File: src/hw/pms_pkg.sv
// Package for the power mode sequencer: register map, field layout, mode codes, timing.
// Assumes a 200 MHz system clock and a byte-wide register port driven by the serial bus front end.
package pms_pkg;
	// Register byte addresses
	localparam logic [7:0] ADDR_SYSTEM_FLAGS = 8'h10;
	localparam logic [7:0] ADDR_EVENT_SUMMARY = 8'h11;
	localparam logic [7:0] ADDR_POWER_MODE = 8'hD2;
	localparam logic [7:0] ADDR_NORMAL_RATE = 8'hD3;
	localparam logic [7:0] ADDR_LOWPWR_RATE = 8'hD4;
	localparam logic [7:0] ADDR_SLEEP_RATE = 8'hD5;
	localparam logic [7:0] ADDR_MODE_TIMER = 8'hD6;
	localparam logic [7:0] ADDR_SYSTEM_CONTROL = 8'hD0;
	// Field positions
	localparam int BIT_SHOW_RESET = 7;
	localparam int BIT_SYSTEM_EVENT_FLAG = 5;
	localparam int BIT_ACK_RESET = 6;
	localparam int BIT_SLOW_OSC = 4;
	localparam int BIT_OTP_SLOW_OSC = 2;
	localparam int BIT_SLEEP_ALLOW = 6;
	localparam int BIT_AUTO_INHIBIT = 5;
	localparam int POS_FORCED_MODE = 3;
	localparam int POS_FRACTION = 0;
	// Reset values
	localparam logic [7:0] RST_POWER_MODE = 8'h00;
	localparam logic [7:0] RST_NORMAL_RATE = 8'h10;
	localparam logic [7:0] RST_LOWPWR_RATE = 8'h30;
	localparam logic [7:0] RST_SLEEP_RATE = 8'h08;
	localparam logic [7:0] RST_MODE_TIMER = 8'h14;
	localparam logic [7:0] RST_SYSTEM_CONTROL = 8'h00;
	// Timing
	localparam int CLK_MHZ = 200;
	localparam int TICK_US = 1000;
	localparam int TICK_CYCLES = CLK_MHZ * TICK_US;
	localparam int SLEEP_STEP_MS = 16;
	localparam int TIMER_STEP_MS = 500;
	localparam int OSC_FAST_MHZ = 16;
	localparam int OSC_SLOW_MHZ = 4;
	// Operating modes, Gray along normal -> low power -> deep sleep -> halt
	typedef enum logic [1:0]
	{
		PMS_NORMAL = 2'b00,
		PMS_LOWPWR = 2'b01,
		PMS_SLEEP = 2'b11,
		PMS_HALT = 2'b10
	} pms_mode_t;
	// Encoding in the forced mode field
	localparam logic [1:0] FM_NORMAL = 2'h0;
	localparam logic [1:0] FM_LOWPWR = 2'h1;
	localparam logic [1:0] FM_SLEEP = 2'h2;
	localparam logic [1:0] FM_HALT = 2'h3;
	// Register port request
	typedef struct packed
	{
		logic wr;
		logic rd;
		logic [7:0] addr;
		logic [7:0] wdata;
	} pms_req_t;
	// Sense scheduling outputs
	typedef struct packed
	{
		logic scanCh0;
		logic scanAll;
		logic slowOsc;
		pms_mode_t mode;
	} pms_sense_t;
endpackage

File: src/hw/pms_sync.sv
// Two flip-flop synchroniser for a level arriving from outside the clock domain.
// Assumes the input is a slowly changing level; first stage feeds only the second.
`timescale 1ns/100ps
`default_nettype none
module pms_sync
(
	input wire logic clk,
	input wire logic rst,
	input wire logic din,
	output logic dout
);
	logic meta_r;
	logic meta_nxt;
	logic hold_r;
	logic hold_nxt;

	// Next stage values
	always_comb
	begin
		meta_nxt = din;
		hold_nxt = meta_r;
	end

	// Registering only
	always_ff @(posedge clk or posedge rst)
	begin
		if (rst)
		begin
			meta_r <= 1'b0;
			hold_r <= 1'b0;
		end
		else
		begin
			meta_r <= meta_nxt;
			hold_r <= hold_nxt;
		end
	end

	assign dout = hold_r;
endmodule
`default_nettype wire

File: src/hw/pms_ticker.sv
// Programmable period timer: pulses once per period of count base ticks.
// Assumes baseTick is a one-cycle pulse; a zero period fires on every base tick.
`timescale 1ns/100ps
`default_nettype none
module pms_ticker
#(
	parameter int W = 12
)
(
	input wire logic clk,
	input wire logic rst,
	input wire logic restart,
	input wire logic baseTick,
	input wire logic [W-1:0] period,
	output logic fire
);
	logic [W-1:0] cnt_r;
	logic [W-1:0] cnt_nxt;
	logic fire_nxt;
	logic fire_r;

	// Count base ticks, fire when the period is reached
	always_comb
	begin
		cnt_nxt = cnt_r;
		fire_nxt = 1'b0;
		if (restart)
			cnt_nxt = '0;
		else if (baseTick)
		begin
			if (cnt_r + W'(1) >= period)
			begin
				cnt_nxt = '0;
				fire_nxt = 1'b1;
			end
			else
				cnt_nxt = cnt_r + W'(1);
		end
	end

	always_ff @(posedge clk or posedge rst)
	begin
		if (rst)
		begin
			cnt_r <= '0;
			fire_r <= 1'b0;
		end
		else
		begin
			cnt_r <= cnt_nxt;
			fire_r <= fire_nxt;
		end
	end

	assign fire = fire_r;
endmodule
`default_nettype wire

File: src/hw/power_mode_sequencer.sv
// Power mode sequencer: oscillator speed, mode control, sense scheduling, reset indication.
// Assumes a serial bus front end presents byte register accesses on the req port in the clk domain.
// Operation
// - System logic on 16MHz oscillator, 4MHz option
// - Slow oscillator keeps timer rates, quarters transfer
// - Control bit 4 selects slow oscillator
// - OTP bank0 bit 2 forces slow oscillator
// - Four modes: normal, low, deep sleep, halt
// - Auto switching unless inhibit bit 5 set
// - Inhibited: mode from field bits 4-3
// - Normal period from 0xD3 in 1ms steps
// - Low power period from 0xD4, slow oscillator
// - Deep sleep scans channel 0 only, plus full updates
// - Full update fraction from bits 2-0
// - Deep sleep allowed only with bit 6
// - Deep sleep period 0xD5 times 16ms
// - Channel 0 proximity wakes to normal
// - Halt suspends sensing until mode write; a write that clears the inhibit keeps halt until the next write
// - Inactivity timer 0xD6 in 500ms steps
// - Show reset flag cleared by acknowledge bit
// - System event reasserted until reset acknowledged
`timescale 1ns/100ps
`default_nettype none
module power_mode_sequencer
#(
	parameter int TICK_LEN = pms_pkg::TICK_CYCLES
)
(
	input wire logic clk,
	input wire logic rst,
	input wire pms_pkg::pms_req_t req,
	output logic [7:0] rdata,
	output logic rvalid,
	input wire logic otpSlowOsc,
	input wire logic prox0Pin,
	input wire logic activityPin,
	output pms_pkg::pms_sense_t sense
);
	localparam int SLEEP_W = 12;
	localparam int TIMER_W = 17;

	// Register file
	logic [7:0] powerMode_r, powerMode_nxt;
	logic [7:0] normalRate_r, normalRate_nxt;
	logic [7:0] lowRate_r, lowRate_nxt;
	logic [7:0] sleepRate_r, sleepRate_nxt;
	logic [7:0] modeTimer_r, modeTimer_nxt;
	logic [7:0] sysCtl_r, sysCtl_nxt;
	logic showReset_r, showReset_nxt;
	logic sysEvent_r, sysEvent_nxt;
	logic [7:0] rdata_r, rdata_nxt;
	logic rvalid_r, rvalid_nxt;
	// Mode state
	pms_pkg::pms_mode_t mode_r, mode_nxt;
	logic [8:0] frac_r, frac_nxt;
	logic otpSlow_r, otpSlow_nxt;
	logic strapDone_r, strapDone_nxt;
	// Millisecond base
	logic [31:0] div_r, div_nxt;
	logic msTick_r, msTick_nxt;

	logic prox0;
	logic activity;
	logic otpSync;
	logic slowOsc;
	logic autoOn;
	logic [1:0] forced;
	logic [SLEEP_W-1:0] sleepPeriod;
	logic [TIMER_W-1:0] idlePeriod;
	logic [7:0] curPeriod;
	logic senseFire;
	logic sleepFire;
	logic idleFire;
	logic modeWrite;
	logic [8:0] fracLimit;

	pms_sync u_syncProx
	(
		.clk(clk),
		.rst(rst),
		.din(prox0Pin),
		.dout(prox0)
	);
	pms_sync u_syncAct
	(
		.clk(clk),
		.rst(rst),
		.din(activityPin),
		.dout(activity)
	);
	pms_sync u_syncOtp
	(
		.clk(clk),
		.rst(1'b0), // Runs through reset so the strap has settled at release
		.din(otpSlowOsc),
		.dout(otpSync)
	);

	// Map forced field onto the mode type
	function automatic pms_pkg::pms_mode_t decode_mode(input logic [1:0] f);
		case (f)
			pms_pkg::FM_NORMAL: decode_mode = pms_pkg::PMS_NORMAL;
			pms_pkg::FM_LOWPWR: decode_mode = pms_pkg::PMS_LOWPWR;
			pms_pkg::FM_SLEEP: decode_mode = pms_pkg::PMS_SLEEP;
			default: decode_mode = pms_pkg::PMS_HALT;
		endcase
	endfunction

	assign autoOn = ~powerMode_r[pms_pkg::BIT_AUTO_INHIBIT];
	assign forced = powerMode_r[pms_pkg::POS_FORCED_MODE +: 2];
	assign slowOsc = sysCtl_r[pms_pkg::BIT_SLOW_OSC] | otpSlow_r;
	assign modeWrite = req.wr && req.addr == pms_pkg::ADDR_POWER_MODE;
	// One full update every 2^(n+1) deep sleep periods
	assign fracLimit = 9'(9'h002 << powerMode_r[pms_pkg::POS_FRACTION +: 3]);
	assign sleepPeriod = SLEEP_W'(sleepRate_r) * SLEEP_W'(pms_pkg::SLEEP_STEP_MS);
	assign idlePeriod = TIMER_W'(modeTimer_r) * TIMER_W'(pms_pkg::TIMER_STEP_MS);
	assign curPeriod = (mode_r == pms_pkg::PMS_LOWPWR) ? lowRate_r : normalRate_r;

	// Timers count real milliseconds whatever the oscillator speed, so rates hold
	always_comb
	begin
		div_nxt = div_r + 32'h1;
		msTick_nxt = 1'b0;
		if (div_r >= 32'(TICK_LEN - 1))
		begin
			div_nxt = 32'h0;
			msTick_nxt = 1'b1;
		end
	end

	pms_ticker #(.W(8)) u_senseTick
	(
		.clk(clk),
		.rst(rst),
		.restart(mode_r != mode_nxt),
		.baseTick(msTick_r && (mode_r == pms_pkg::PMS_NORMAL || mode_r == pms_pkg::PMS_LOWPWR)),
		.period(curPeriod),
		.fire(senseFire)
	);
	pms_ticker #(.W(SLEEP_W)) u_sleepTick
	(
		.clk(clk),
		.rst(rst),
		.restart(mode_r != pms_pkg::PMS_SLEEP),
		.baseTick(msTick_r),
		.period(sleepPeriod),
		.fire(sleepFire)
	);
	pms_ticker #(.W(TIMER_W)) u_idleTick
	(
		.clk(clk),
		.rst(rst),
		.restart(activity || mode_r != mode_nxt || !autoOn),
		.baseTick(msTick_r),
		.period(idlePeriod),
		.fire(idleFire)
	);

	// Register writes and flag upkeep
	always_comb
	begin
		powerMode_nxt = powerMode_r;
		normalRate_nxt = normalRate_r;
		lowRate_nxt = lowRate_r;
		sleepRate_nxt = sleepRate_r;
		modeTimer_nxt = modeTimer_r;
		sysCtl_nxt = sysCtl_r;
		showReset_nxt = showReset_r;
		if (req.wr)
		begin
			case (req.addr)
				pms_pkg::ADDR_POWER_MODE: powerMode_nxt = req.wdata;
				pms_pkg::ADDR_NORMAL_RATE: normalRate_nxt = req.wdata;
				pms_pkg::ADDR_LOWPWR_RATE: lowRate_nxt = req.wdata;
				pms_pkg::ADDR_SLEEP_RATE: sleepRate_nxt = req.wdata;
				pms_pkg::ADDR_MODE_TIMER: modeTimer_nxt = req.wdata;
				pms_pkg::ADDR_SYSTEM_CONTROL:
				begin
					sysCtl_nxt = req.wdata;
					sysCtl_nxt[pms_pkg::BIT_ACK_RESET] = 1'b0; // Acknowledge is self clearing
					if (req.wdata[pms_pkg::BIT_ACK_RESET])
						showReset_nxt = 1'b0;
				end
				default: ;
			endcase
		end
		// Event summary follows the unacknowledged reset
		sysEvent_nxt = showReset_nxt;
	end

	// Read path, unmapped addresses return zero
	always_comb
	begin
		rdata_nxt = rdata_r;
		rvalid_nxt = req.rd;
		if (req.rd)
		begin
			case (req.addr)
				pms_pkg::ADDR_SYSTEM_FLAGS: rdata_nxt = 8'(showReset_r) << pms_pkg::BIT_SHOW_RESET;
				pms_pkg::ADDR_EVENT_SUMMARY: rdata_nxt = 8'(sysEvent_r) << pms_pkg::BIT_SYSTEM_EVENT_FLAG;
				pms_pkg::ADDR_POWER_MODE: rdata_nxt = powerMode_r;
				pms_pkg::ADDR_NORMAL_RATE: rdata_nxt = normalRate_r;
				pms_pkg::ADDR_LOWPWR_RATE: rdata_nxt = lowRate_r;
				pms_pkg::ADDR_SLEEP_RATE: rdata_nxt = sleepRate_r;
				pms_pkg::ADDR_MODE_TIMER: rdata_nxt = modeTimer_r;
				pms_pkg::ADDR_SYSTEM_CONTROL: rdata_nxt = sysCtl_r;
				default: rdata_nxt = 8'h00;
			endcase
		end
	end

	// Mode sequencing
	always_comb
	begin
		mode_nxt = mode_r;
		frac_nxt = frac_r;
		otpSlow_nxt = otpSlow_r;
		strapDone_nxt = 1'b1;
		if (!strapDone_r)
			otpSlow_nxt = otpSync; // Strap caught once after reset release
		if (!autoOn)
		begin
			// Forced mode; halt is left only by a new mode write
			mode_nxt = decode_mode(forced);
			if (mode_nxt == pms_pkg::PMS_SLEEP && !powerMode_r[pms_pkg::BIT_SLEEP_ALLOW])
				mode_nxt = pms_pkg::PMS_LOWPWR;
		end
		else
		begin
			case (mode_r)
				pms_pkg::PMS_NORMAL:
					if (idleFire)
						mode_nxt = pms_pkg::PMS_LOWPWR;
				pms_pkg::PMS_LOWPWR:
					if (idleFire && powerMode_r[pms_pkg::BIT_SLEEP_ALLOW])
						mode_nxt = pms_pkg::PMS_SLEEP;
				pms_pkg::PMS_SLEEP:
					if (prox0 || !powerMode_r[pms_pkg::BIT_SLEEP_ALLOW])
						mode_nxt = pms_pkg::PMS_NORMAL;
				pms_pkg::PMS_HALT:
					if (modeWrite)
						mode_nxt = pms_pkg::PMS_NORMAL;
				default: mode_nxt = pms_pkg::PMS_NORMAL;
			endcase
		end
		if (sleepFire)
			frac_nxt = (frac_r + 9'h001 >= fracLimit) ? 9'h000 : frac_r + 9'h001;
		if (mode_r != pms_pkg::PMS_SLEEP)
			frac_nxt = 9'h000;
	end

	always_ff @(posedge clk or posedge rst)
	begin
		if (rst)
		begin
			powerMode_r <= pms_pkg::RST_POWER_MODE;
			normalRate_r <= pms_pkg::RST_NORMAL_RATE;
			lowRate_r <= pms_pkg::RST_LOWPWR_RATE;
			sleepRate_r <= pms_pkg::RST_SLEEP_RATE;
			modeTimer_r <= pms_pkg::RST_MODE_TIMER;
			sysCtl_r <= pms_pkg::RST_SYSTEM_CONTROL;
			showReset_r <= 1'b1;
			sysEvent_r <= 1'b1;
			rdata_r <= 8'h00;
			rvalid_r <= 1'b0;
			mode_r <= pms_pkg::PMS_NORMAL;
			frac_r <= 9'h000;
			otpSlow_r <= 1'b0;
			strapDone_r <= 1'b0;
			div_r <= 32'h0;
			msTick_r <= 1'b0;
		end
		else
		begin
			powerMode_r <= powerMode_nxt;
			normalRate_r <= normalRate_nxt;
			lowRate_r <= lowRate_nxt;
			sleepRate_r <= sleepRate_nxt;
			modeTimer_r <= modeTimer_nxt;
			sysCtl_r <= sysCtl_nxt;
			showReset_r <= showReset_nxt;
			sysEvent_r <= sysEvent_nxt;
			rdata_r <= rdata_nxt;
			rvalid_r <= rvalid_nxt;
			mode_r <= mode_nxt;
			frac_r <= frac_nxt;
			otpSlow_r <= otpSlow_nxt;
			strapDone_r <= strapDone_nxt;
			div_r <= div_nxt;
			msTick_r <= msTick_nxt;
		end
	end

	// Sense requests; halt also masks a pulse launched in the cycle before it
	always_comb
	begin
		sense.mode = mode_r;
		sense.slowOsc = slowOsc || mode_r == pms_pkg::PMS_LOWPWR;
		sense.scanAll = (senseFire || (sleepFire && frac_r == 9'h000)) && mode_r != pms_pkg::PMS_HALT;
		sense.scanCh0 = (senseFire || sleepFire) && mode_r != pms_pkg::PMS_HALT;
	end
	assign rdata = rdata_r;
	assign rvalid = rvalid_r;

	// Checks
	property p_ackClears;
		@(posedge clk) disable iff (rst)
		req.wr && req.addr == pms_pkg::ADDR_SYSTEM_CONTROL && req.wdata[pms_pkg::BIT_ACK_RESET] |=> !showReset_r;
	endproperty
	a_ackClears: assert property (p_ackClears) else $error("reset flag not cleared");
	property p_eventFollows;
		@(posedge clk) disable iff (rst) showReset_r |-> sysEvent_r;
	endproperty
	a_eventFollows: assert property (p_eventFollows) else $error("event dropped early");
	property p_forced;
		@(posedge clk) disable iff (rst)
		(!autoOn && forced == pms_pkg::FM_HALT) ##1 (!autoOn && forced == pms_pkg::FM_HALT) |-> mode_r == pms_pkg::PMS_HALT;
	endproperty
	a_forced: assert property (p_forced) else $error("forced mode not followed");
	property p_haltQuiet;
		@(posedge clk) disable iff (rst) mode_r == pms_pkg::PMS_HALT |-> !sense.scanCh0 && !sense.scanAll;
	endproperty
	a_haltQuiet: assert property (p_haltQuiet) else $error("sensing in halt");
	property p_sleepGate;
		@(posedge clk) disable iff (rst) mode_r == pms_pkg::PMS_SLEEP |-> $past(powerMode_r[pms_pkg::BIT_SLEEP_ALLOW]);
	endproperty
	a_sleepGate: assert property (p_sleepGate) else $error("sleep without allow");
	property p_wake;
		@(posedge clk) disable iff (rst) autoOn && mode_r == pms_pkg::PMS_SLEEP && prox0 |=> mode_r == pms_pkg::PMS_NORMAL;
	endproperty
	a_wake: assert property (p_wake) else $error("no wake on proximity");
	property p_idleStep;
		@(posedge clk) disable iff (rst) autoOn && mode_r == pms_pkg::PMS_NORMAL && idleFire |=> mode_r == pms_pkg::PMS_LOWPWR;
	endproperty
	a_idleStep: assert property (p_idleStep) else $error("no step on inactivity");
	property p_slowOsc;
		@(posedge clk) disable iff (rst) sysCtl_r[pms_pkg::BIT_SLOW_OSC] |-> sense.slowOsc;
	endproperty
	a_slowOsc: assert property (p_slowOsc) else $error("slow oscillator not selected");
endmodule
`default_nettype wire

File: config.mk
export PLATFORM = sky130hd
export DESIGN_NAME = power_mode_sequencer
export DESIGN_NICKNAME = d
export VERILOG_FILES = /design/src/hw/pms_pkg.sv /design/src/hw/pms_sync.sv /design/src/hw/pms_ticker.sv /design/src/hw/power_mode_sequencer.sv
export SDC_FILE = /design/constraint.sdc
export NUM_CORES = 1
export LEC_CHECK = 0
export BUFFER_PORTS_ARGS = -buffer_cell sky130_fd_sc_hd__buf_2
export CAP_MARGIN = 5
export CORE_ASPECT_RATIO = 0.7
export CORE_MARGIN = 4
export CORE_UTILIZATION = 35
export CTS_CLUSTER_DIAMETER = 120
export DETAILED_ROUTE_END_ITERATION = 10
export MAX_ROUTING_LAYER = met4
export PLACE_DENSITY_LB_ADDON = 0.08
export SLEW_MARGIN = 20
export SYNTH_ARGS = -nofsm -noshare
export SYNTH_HDL_FRONTEND = slang
export SYNTH_SLANG_ARGS = --single-unit
File: constraint.sdc
create_clock -name clk -period 12.5 [get_ports clk]
set_clock_uncertainty 0.2 [all_clocks]
set_input_delay 0.625 -clock clk [delete_from_list [all_inputs] [get_ports clk]]
set_output_delay 0.625 -clock clk [all_outputs]
set_load 0.05 [all_outputs]
==> results_dict.tcl, run 1 <==
set metrics [dict create \
    status "finished clean" \
    ant_nets 0 \
    rr_startpoint "modeTimer_r[5]$_DFFE_PP0P_" \
    start_kind "flop" \
    clock.fmax_mhz 153 \
    fin_crit_ns 6.52 \
    max_stage_delay_ns 0.84 \
    cp_slowest_cell "o21ai_2" \
    crit_family "compound AO/OA/AOI/OAI gates" \
    gp_congestion 0.764 \
    hold_path_class "in -> reg" \
    holdPathStages 1 \
    fin_crit_sh 0.522 \
    avgViaCountPerCell 5.08 \
    crit_fanout 26 \
    nets 1130 \
    setup_viol 0 \
    cts_setup_buffers 0 \
    worstPathArrival_ns 6.65 \
    drc 0 \
    path_cells "inv_1, fa_1, inv_1, fa_1, fa_1, ha_1, ha_1, a211o_1, a211o_1, a41oi_1, o21bai_1, a21oi_1, xnor2_1, ha_1, a21oi_1, o21a_1, o311ai_0, o21ai_2, nand2_1, o32ai_1" \
    cts_resized 0 \
    avgSynthCellArea_um2 10.2 \
    hold_ws_ns 0.0984 \
    design_area_um2 10900 \
    detail_route.first_pass.iterations 5 \
    p_leak_uw 0.00501 \
    coreArea_um2 27100 \
    maxCapViolCount 0 \
    r2r_end "u_idleTick.cnt_r[2]$_DFFE_PP0P_" \
    clkSinkCount 149 \
    start_util 0.360 \
    synth_edf_count 0 \
    rsz0062_at_grt "false" \
    cts_root_buf "clkbuf_16" \
    grt_overflow 0 \
    synth.distinct_cells 80 \
    netlist_area_um2 9760 \
    grt_first_pass_wirelength_mm 39.1 \
    fill_cells 2712 \
    ys_ff_latch 149 \
    hp-start "otpSlowOsc" \
    synth_warnings 0 \
    reg2reg_slack_ns 5.98 \
    path_buf_inv 2 \
    drv_slew 0 \
    finalHoldViolCount 0 \
    grt_max_degree 86 \
    ios 37 \
    htree_levels 4 \
    end_kind "flop" \
    power_density_nw_per_um2 169 \
    fin_util 0.402 \
    drt_iter0_markers 361 \
    area_growth_pct 11.7 \
    route.vias.total 6990 \
    antenna_found_initial 0 \
    drive_gt1_frac 0.151 \
    clockBufferDepth 2 \
    grt_pass1_vias 6848 \
    die_h_um 148 \
    syn_inst 959 \
    diodes 0 \
    required_ns 12.63 \
    grt_usage 0.165 \
    tns_ns 0 \
    async_flop_share 0.987 \
    vdd_ir_drop_max_mv 0.143 \
    die_area_um2 30700 \
    synthFlopType "dfrtp_1" \
    holdBufCountCts 0 \
    path_class "reg -> reg" \
    routed_wl_mm 24.0 \
    synth_seq_area_share 0.382 \
    die_w_um 208 \
    dp_hpwl_mm 17.7 \
    cts_made_buffers 17 \
    cts.clk_slew.worst_paths_ns 0.07 \
    clkLatencyLatePin_ns 0.43 \
    tightest_slew_ns 1.05 \
    rows 50 \
    cts_tree "built" \
    slew_headroom 0.302 \
    place_area_um2 10300 \
    io_buffer_count 36 \
    ff2ff_path_depth 20 \
    routedWlPerCell_um 17.4 \
    min_to "u_syncOtp.hold_nxt$_DFF_P_" \
]
==> state kept, by name (all words and copies together) (netlist names), 2 cells and up <==
name / flops
rdata: 8
div_r: 32
u_senseTick.cnt_r: 8
modeTimer_r: 8
sysCtl_r: 7
u_idleTick.cnt_r: 17
powerMode_r: 8
u_sleepTick.cnt_r: 12
frac_r: 9
mode_r: 2
sleepRate_r: 8
lowRate_r: 8
normalRate_r: 8
==> per-layer routing <==
metal,up-vias,track usage,routed length [um]
li1,3489,-,-
met1,3416,0.276,14100
met4,0,0.0327,185
met3,13,0.0272,553
met5,-,-,0
met2,72,0.202,9160
==> synthesized netlist by cell type, types with 3 or more instances <==
cell type  number  share of area
xnor2_1        33          0.030
inv_1          62          0.024
a32o_1         12          0.012
nor2_2          5         0.0032
o21a_1          7         0.0054
mux2_2         38          0.044
nor2_1         67          0.026
nand2b_1        6         0.0038
o21ai_0        23          0.012
mux2_4          8          0.012
o22ai_1         6         0.0038
a211oi_1        4         0.0031
a21oi_1        52          0.027
nand4_1        10         0.0064
nand3b_1        7         0.0054
xor2_1         31          0.028
clkbuf_1       13         0.0050
a211o_1         5         0.0045
dfrtp_1       140           0.36
fa_1           21          0.043
ha_1           87           0.11
dfstp_2         7          0.019
a31oi_1        14         0.0090
nand3_1        44          0.023
o21ai_1        10         0.0051
and3_1         19          0.012
a21boi_0        4         0.0031
and4_1          4         0.0036
nor4_1         12         0.0077
nor2b_1         5         0.0032
nor3_1         12         0.0062
mux2i_1        28          0.029
and2_1          3         0.0019
buf_6           3         0.0035
nand4b_1        3         0.0027
nand2_1        72          0.028
nor2_4          8         0.0092
buf_2          12         0.0062
a21o_1          5         0.0038
o311ai_0        4         0.0036
==> worst max-delay path by stage <==
stage	from	endpoint	cells after the start
CTS	modeTimer_r[5]$_DFFE_PP0P_	u_idleTick.cnt_r[2]$_DFFE_PP0P_	20
global placement	modeTimer_r[5]$_DFFE_PP0P_	u_idleTick.cnt_r[2]$_DFFE_PP0P_	20
finish	modeTimer_r[5]$_DFFE_PP0P_	u_idleTick.cnt_r[2]$_DFFE_PP0P_	20
global route	modeTimer_r[2]$_DFFE_PP1P_	u_idleTick.cnt_r[2]$_DFFE_PP0P_	21
floorplan	modeTimer_r[4]$_DFFE_PP1P_	u_idleTick.cnt_r[7]$_DFFE_PP0P_	21
detailed placement	modeTimer_r[5]$_DFFE_PP0P_	u_idleTick.cnt_r[2]$_DFFE_PP0P_	20
==> through the flow <==
stage          setup WS [ns]  total power (uW)  cells
4_1_cts                 5.99              1850   1376
3_3_place_gp            6.10              1340   1344
3_5_place_dp            6.02              1340   1344
2_1_floorplan           6.85              1140    972
5_1_grt                 5.57              1990   1376
6_report                5.98              1840   1376
==> report_power, final <==
group	internal, uW	switching [uW]
logic	314	482
registers	508	30.9
clock network	283	222
==> cell usage in the layout (no fill, tap or decap), drive strengths merged, types with 15 or more instances in the layout <==
cell	instances
nor2	80
mux2	46
nand3	45
mux2i	28
a21oi	54
xor2	31
buf	38
dfrtp	140
inv	66
conb	15
xnor2	33
and3	19
clkbuf	20
fa	21
nand2	72
ha	87
o21ai	34
==> layout make-up <==
type                            instances  area (um2)  area share
Sequential cell                       149        3730       0.342
Timing Repair Buffer                   38         195      0.0179
Inverter                               63         241      0.0222
Clock buffer                           20         447      0.0410
Clock inverter                         12         121      0.0111
Tap cell                              364         455      0.0418
Multi-Input combinational cell        730        5710       0.524
==> logic make-up after synthesis <==
logic type / share of synthesized area
flip-flops: 0.382
adder cells (fa/ha/maj): 0.155
AND/OR/NAND/NOR: 0.163
XOR/XNOR: 0.0575
multiplexers: 0.0849
AO/OA/AOI/OAI: 0.117
other: 0.000770
buffers and inverters: 0.0400
Power figures use the tool's default switching activity.
==> inputs of run 2 (changes only) <==
Settings changed: ABC_AREA set to 1.
Clock period 12.5 ns to 5.7 ns, I/O delays scaled along.
==> run 2 against run 1 <==
  * Sequential share of layout area decreased by 0.33 points
  * Non-clock buffer count rose by 26
  * Sequential power is 110% higher
  * Clock power increased by 130%
  * Largest power group is now registers
  * Critical path type unchanged
  * Flip-flop and latch count stayed put
  * Largest cell class unchanged
  * Cell count increased by 18%
  * Highest routed layer unchanged
  * Critical endpoint is now u_idleTick.cnt_r[1]$_DFFE_PP0P_
  * Die area fell by 1.9%
  * Routed wire length rose by 2.3%
  * Worst setup slack lost 5.7 ns
  * Critical path depth up 4
==> results_dict.tcl, run 2 <==
set metrics [dict create \
    status "finished clean" \
    synthTopCellsByCount "221 x nand2_1, 170 x inv_1, 140 x dfrtp_1" \
    power_uw 3110 \
    routed_wl_mm 24.5 \
    regArea_um2 3730 \
    synth_warnings 0 \
    grt_overflow 0 \
    synth_top_cells_by_area "dfrtp_1 37%, ha_1 11%, nand2_1 8.7%, inv_1 6.7%, o21ai_0 5.0%" \
    required_ns 5.80 \
    avgViaCountPerCell 4.76 \
    grt_first_pass_wirelength_mm 40.5 \
    syn_inst 1170 \
    synth.distinct_cells 43 \
    yosysMostFrequentCell "nand2_1" \
    route.vias.total 7730 \
    clock.fmax_mhz 184 \
    design_area_um2 11000 \
    antenna_found_initial 0 \
    diodes 0 \
    max_stage_delay_ns 0.59 \
    detail_route.first_pass.iterations 7 \
    die_w_um 206 \
    clkLatencyLatePin_ns 0.43 \
    yosys.area.top_type "dfrtp_1" \
    ios 37 \
    crit_fanout 6 \
    cts.clk_slew.worst_paths_ns 0.07 \
    drv_slew 0 \
    area_growth_pct 15.1 \
    place_area_um2 10300 \
    hold_ws_ns 0.0360 \
    rsz0062_at_grt "false" \
    cp_slowest_cell "dfstp_2" \
    synth.top_cell.area_share 0.367 \
    ys_ff_latch 149 \
    slew_headroom 0.400 \
    reg_top3 "div_r: 32 flops, u_idleTick.cnt_r: 17 flops, u_sleepTick.cnt_r: 12 flops" \
    mostFrequentLayoutCells "221 x nand2_1, 169 x inv_1, 140 x dfrtp_1" \
    largest_reg_flops 32 \
    nets 1379 \
    die_h_um 146 \
    clkSinkCount 149 \
    io_buffer_count 36 \
    gp_congestion 0.832 \
    power_density_nw_per_um2 283 \
    drive_gt1_frac 0.108 \
    synthFlopType "dfrtp_1" \
    async_flop_share 0.987 \
    routedWlPerCell_um 15.1 \
    tightest_slew_ns 0.900 \
    rows 50 \
    clockBufferDepth 2 \
    finalHoldViolCount 0 \
    cts_tree "built" \
    regMostFlops "div_r" \
    worstPathArrival_ns 5.55 \
    hold_path_class "in -> reg" \
    synth_seq_area_share 0.390 \
    drc 0 \
    maxCapViolCount 0 \
    setup_slack_ns 0.257 \
    avgSynthCellArea_um2 8.17 \
    end_kind "flop" \
    cts_made_buffers 17 \
    tns_ns 0 \
    grt_usage 0.175 \
    fill_cells 2759 \
    cts_root_buf "clkbuf_16" \
    die_area_um2 30100 \
    grt_pass1_vias 7314 \
    ant_nets 0 \
    coreArea_um2 26800 \
    layout_commonest_cell "nand2_1" \
    multiInputGateArea_um2 5150 \
    fin_crit_ns 5.44 \
    netlist_area_um2 9560 \
    start_kind "flop" \
    pre_cts_slack_ns 0.00642 \
    start_util 0.356 \
    fin_crit_sh 0.955 \
    path_buf_inv 4 \
    htree_levels 4 \
    crit_family "adder cells" \
    grt_max_degree 94 \
    drt_iter0_markers 541 \
    dp_hpwl_mm 18.8 \
    path_class "reg -> reg" \
    vdd_ir_drop_max_mv 0.146 \
    path_cells "fa_1, xor2_1, ha_1, fa_1, inv_1, fa_1, inv_1, ha_1, a21oi_1, o21ai_0, a21oi_1, nor2_1, nor2_1, xor2_1, ha_1, nand2_1, buf_4, nor4_1, nand2_1, nand3_2, buf_4, nor2_1, a21oi_2, nor2_4" \
    synth_edf_count 0 \
    p_leak_uw 0.00539 \
    setup_viol 0 \
]
==> run 2: cell types whose count changed after synthesis, sizes merged, moves of 26 or more <==
cell / change
mux2i: -28
o21ai: +69
nor2: +39
mux2: -45
nand3: +26
inv: +114
nand2: +154
==> run 2: final cells by class <==
type | count | area share
multi-input combinational | 838 | 0.468
sequential | 149 | 0.339
inverter | 178 | 0.0612
tap | 364 | 0.0414
clock buffer | 18 | 0.0399
timing repair buffer | 64 | 0.0366
clock inverter | 14 | 0.0144
==> run 2: where the power goes <==
group | internal [uW] | switching (uW) | total (uW)
Combinational | 238 | 567 | 805
Clock | 634 | 519 | 1150
Sequential | 1110 | 48.2 | 1150
==> run 2: logic make-up after synthesis <==
family                     count (synthesis)  share of synthesized area
DFF                                      149                      0.390
and+or+nand+nor                          473                      0.218
muxes                                      1                    0.00118
AOI/OAI and AO/OA                        191                      0.107
other                                      2                   0.000786
xor gates and xnor gates                  50                     0.0458
buffers and inverters                    196                     0.0795
adders and majority gates                108                      0.158
==> run 2: what timing repair did <==
action,CTS,global route
endpoints found under the hold margin,93,0
resized for setup,1,7
gates cloned,0,0
hold buffers,5,0
setup buffers,0,1
setup endpoints to repair,1,16
==> run 2: routing by layer <==
| layer | GRT usage | vias to the layer above | part of all wire |
|---|---|---|---|
| met5 | - | - | 0 |
| met4 | 0.0308 | 0 | 0.0069 |
| met1 | 0.286 | 3659 | 0.57 |
| li1 | - | 3952 | - |
| met3 | 0.0284 | 16 | 0.034 |
| met2 | 0.224 | 103 | 0.39 |
==> run 2: path summary, 6_finish.rpt <==
path	from	endpoint	slack [ns]	cells past startpoint
setup / recovery	modeTimer_r[2]$_DFFE_PP1P_	u_idleTick.cnt_r[1]$_DFFE_PP0P_	0.26	24
hold / removal	req[6]	sleepRate_r[6]$_DFFE_PP0P_	0.04	3
setup reg to reg	modeTimer_r[2]$_DFFE_PP1P_	u_idleTick.cnt_r[1]$_DFFE_PP0P_	0.26	24
hold reg to reg	u_syncOtp.hold_nxt$_DFF_P_	u_syncOtp.dout$_DFF_P_	0.14	0
max in group asynchronous	rst	rdata[3]$_DFFE_PP0P_	3.59	4
min in group asynchronous	rst	strapDone_r$_DFF_PP0_	0.36	3
==> run 2: metrics by stage <==
stage | std cells | util
after floorplan | 1183 | -
after global placement | 1587 | 0.385
after detailed placement | 1587 | 0.385
after CTS | 1624 | 0.409
after global routing | 1625 | 0.410
final | 1625 | 0.410
==> run 2: worst reg2reg max path, delay by kind of cell, from the launching register on <==
kind / cells / cell delay (ns)
adder cells (fa/ha/maj): 6 / 2.33
AND/OR/NAND/NOR: 8 / 0.86
AO/OA/AOI/OAI: 4 / 0.70
flip-flops: 1 / 0.59
buffers and inverters: 4 / 0.40
XOR/XNOR: 2 / 0.24
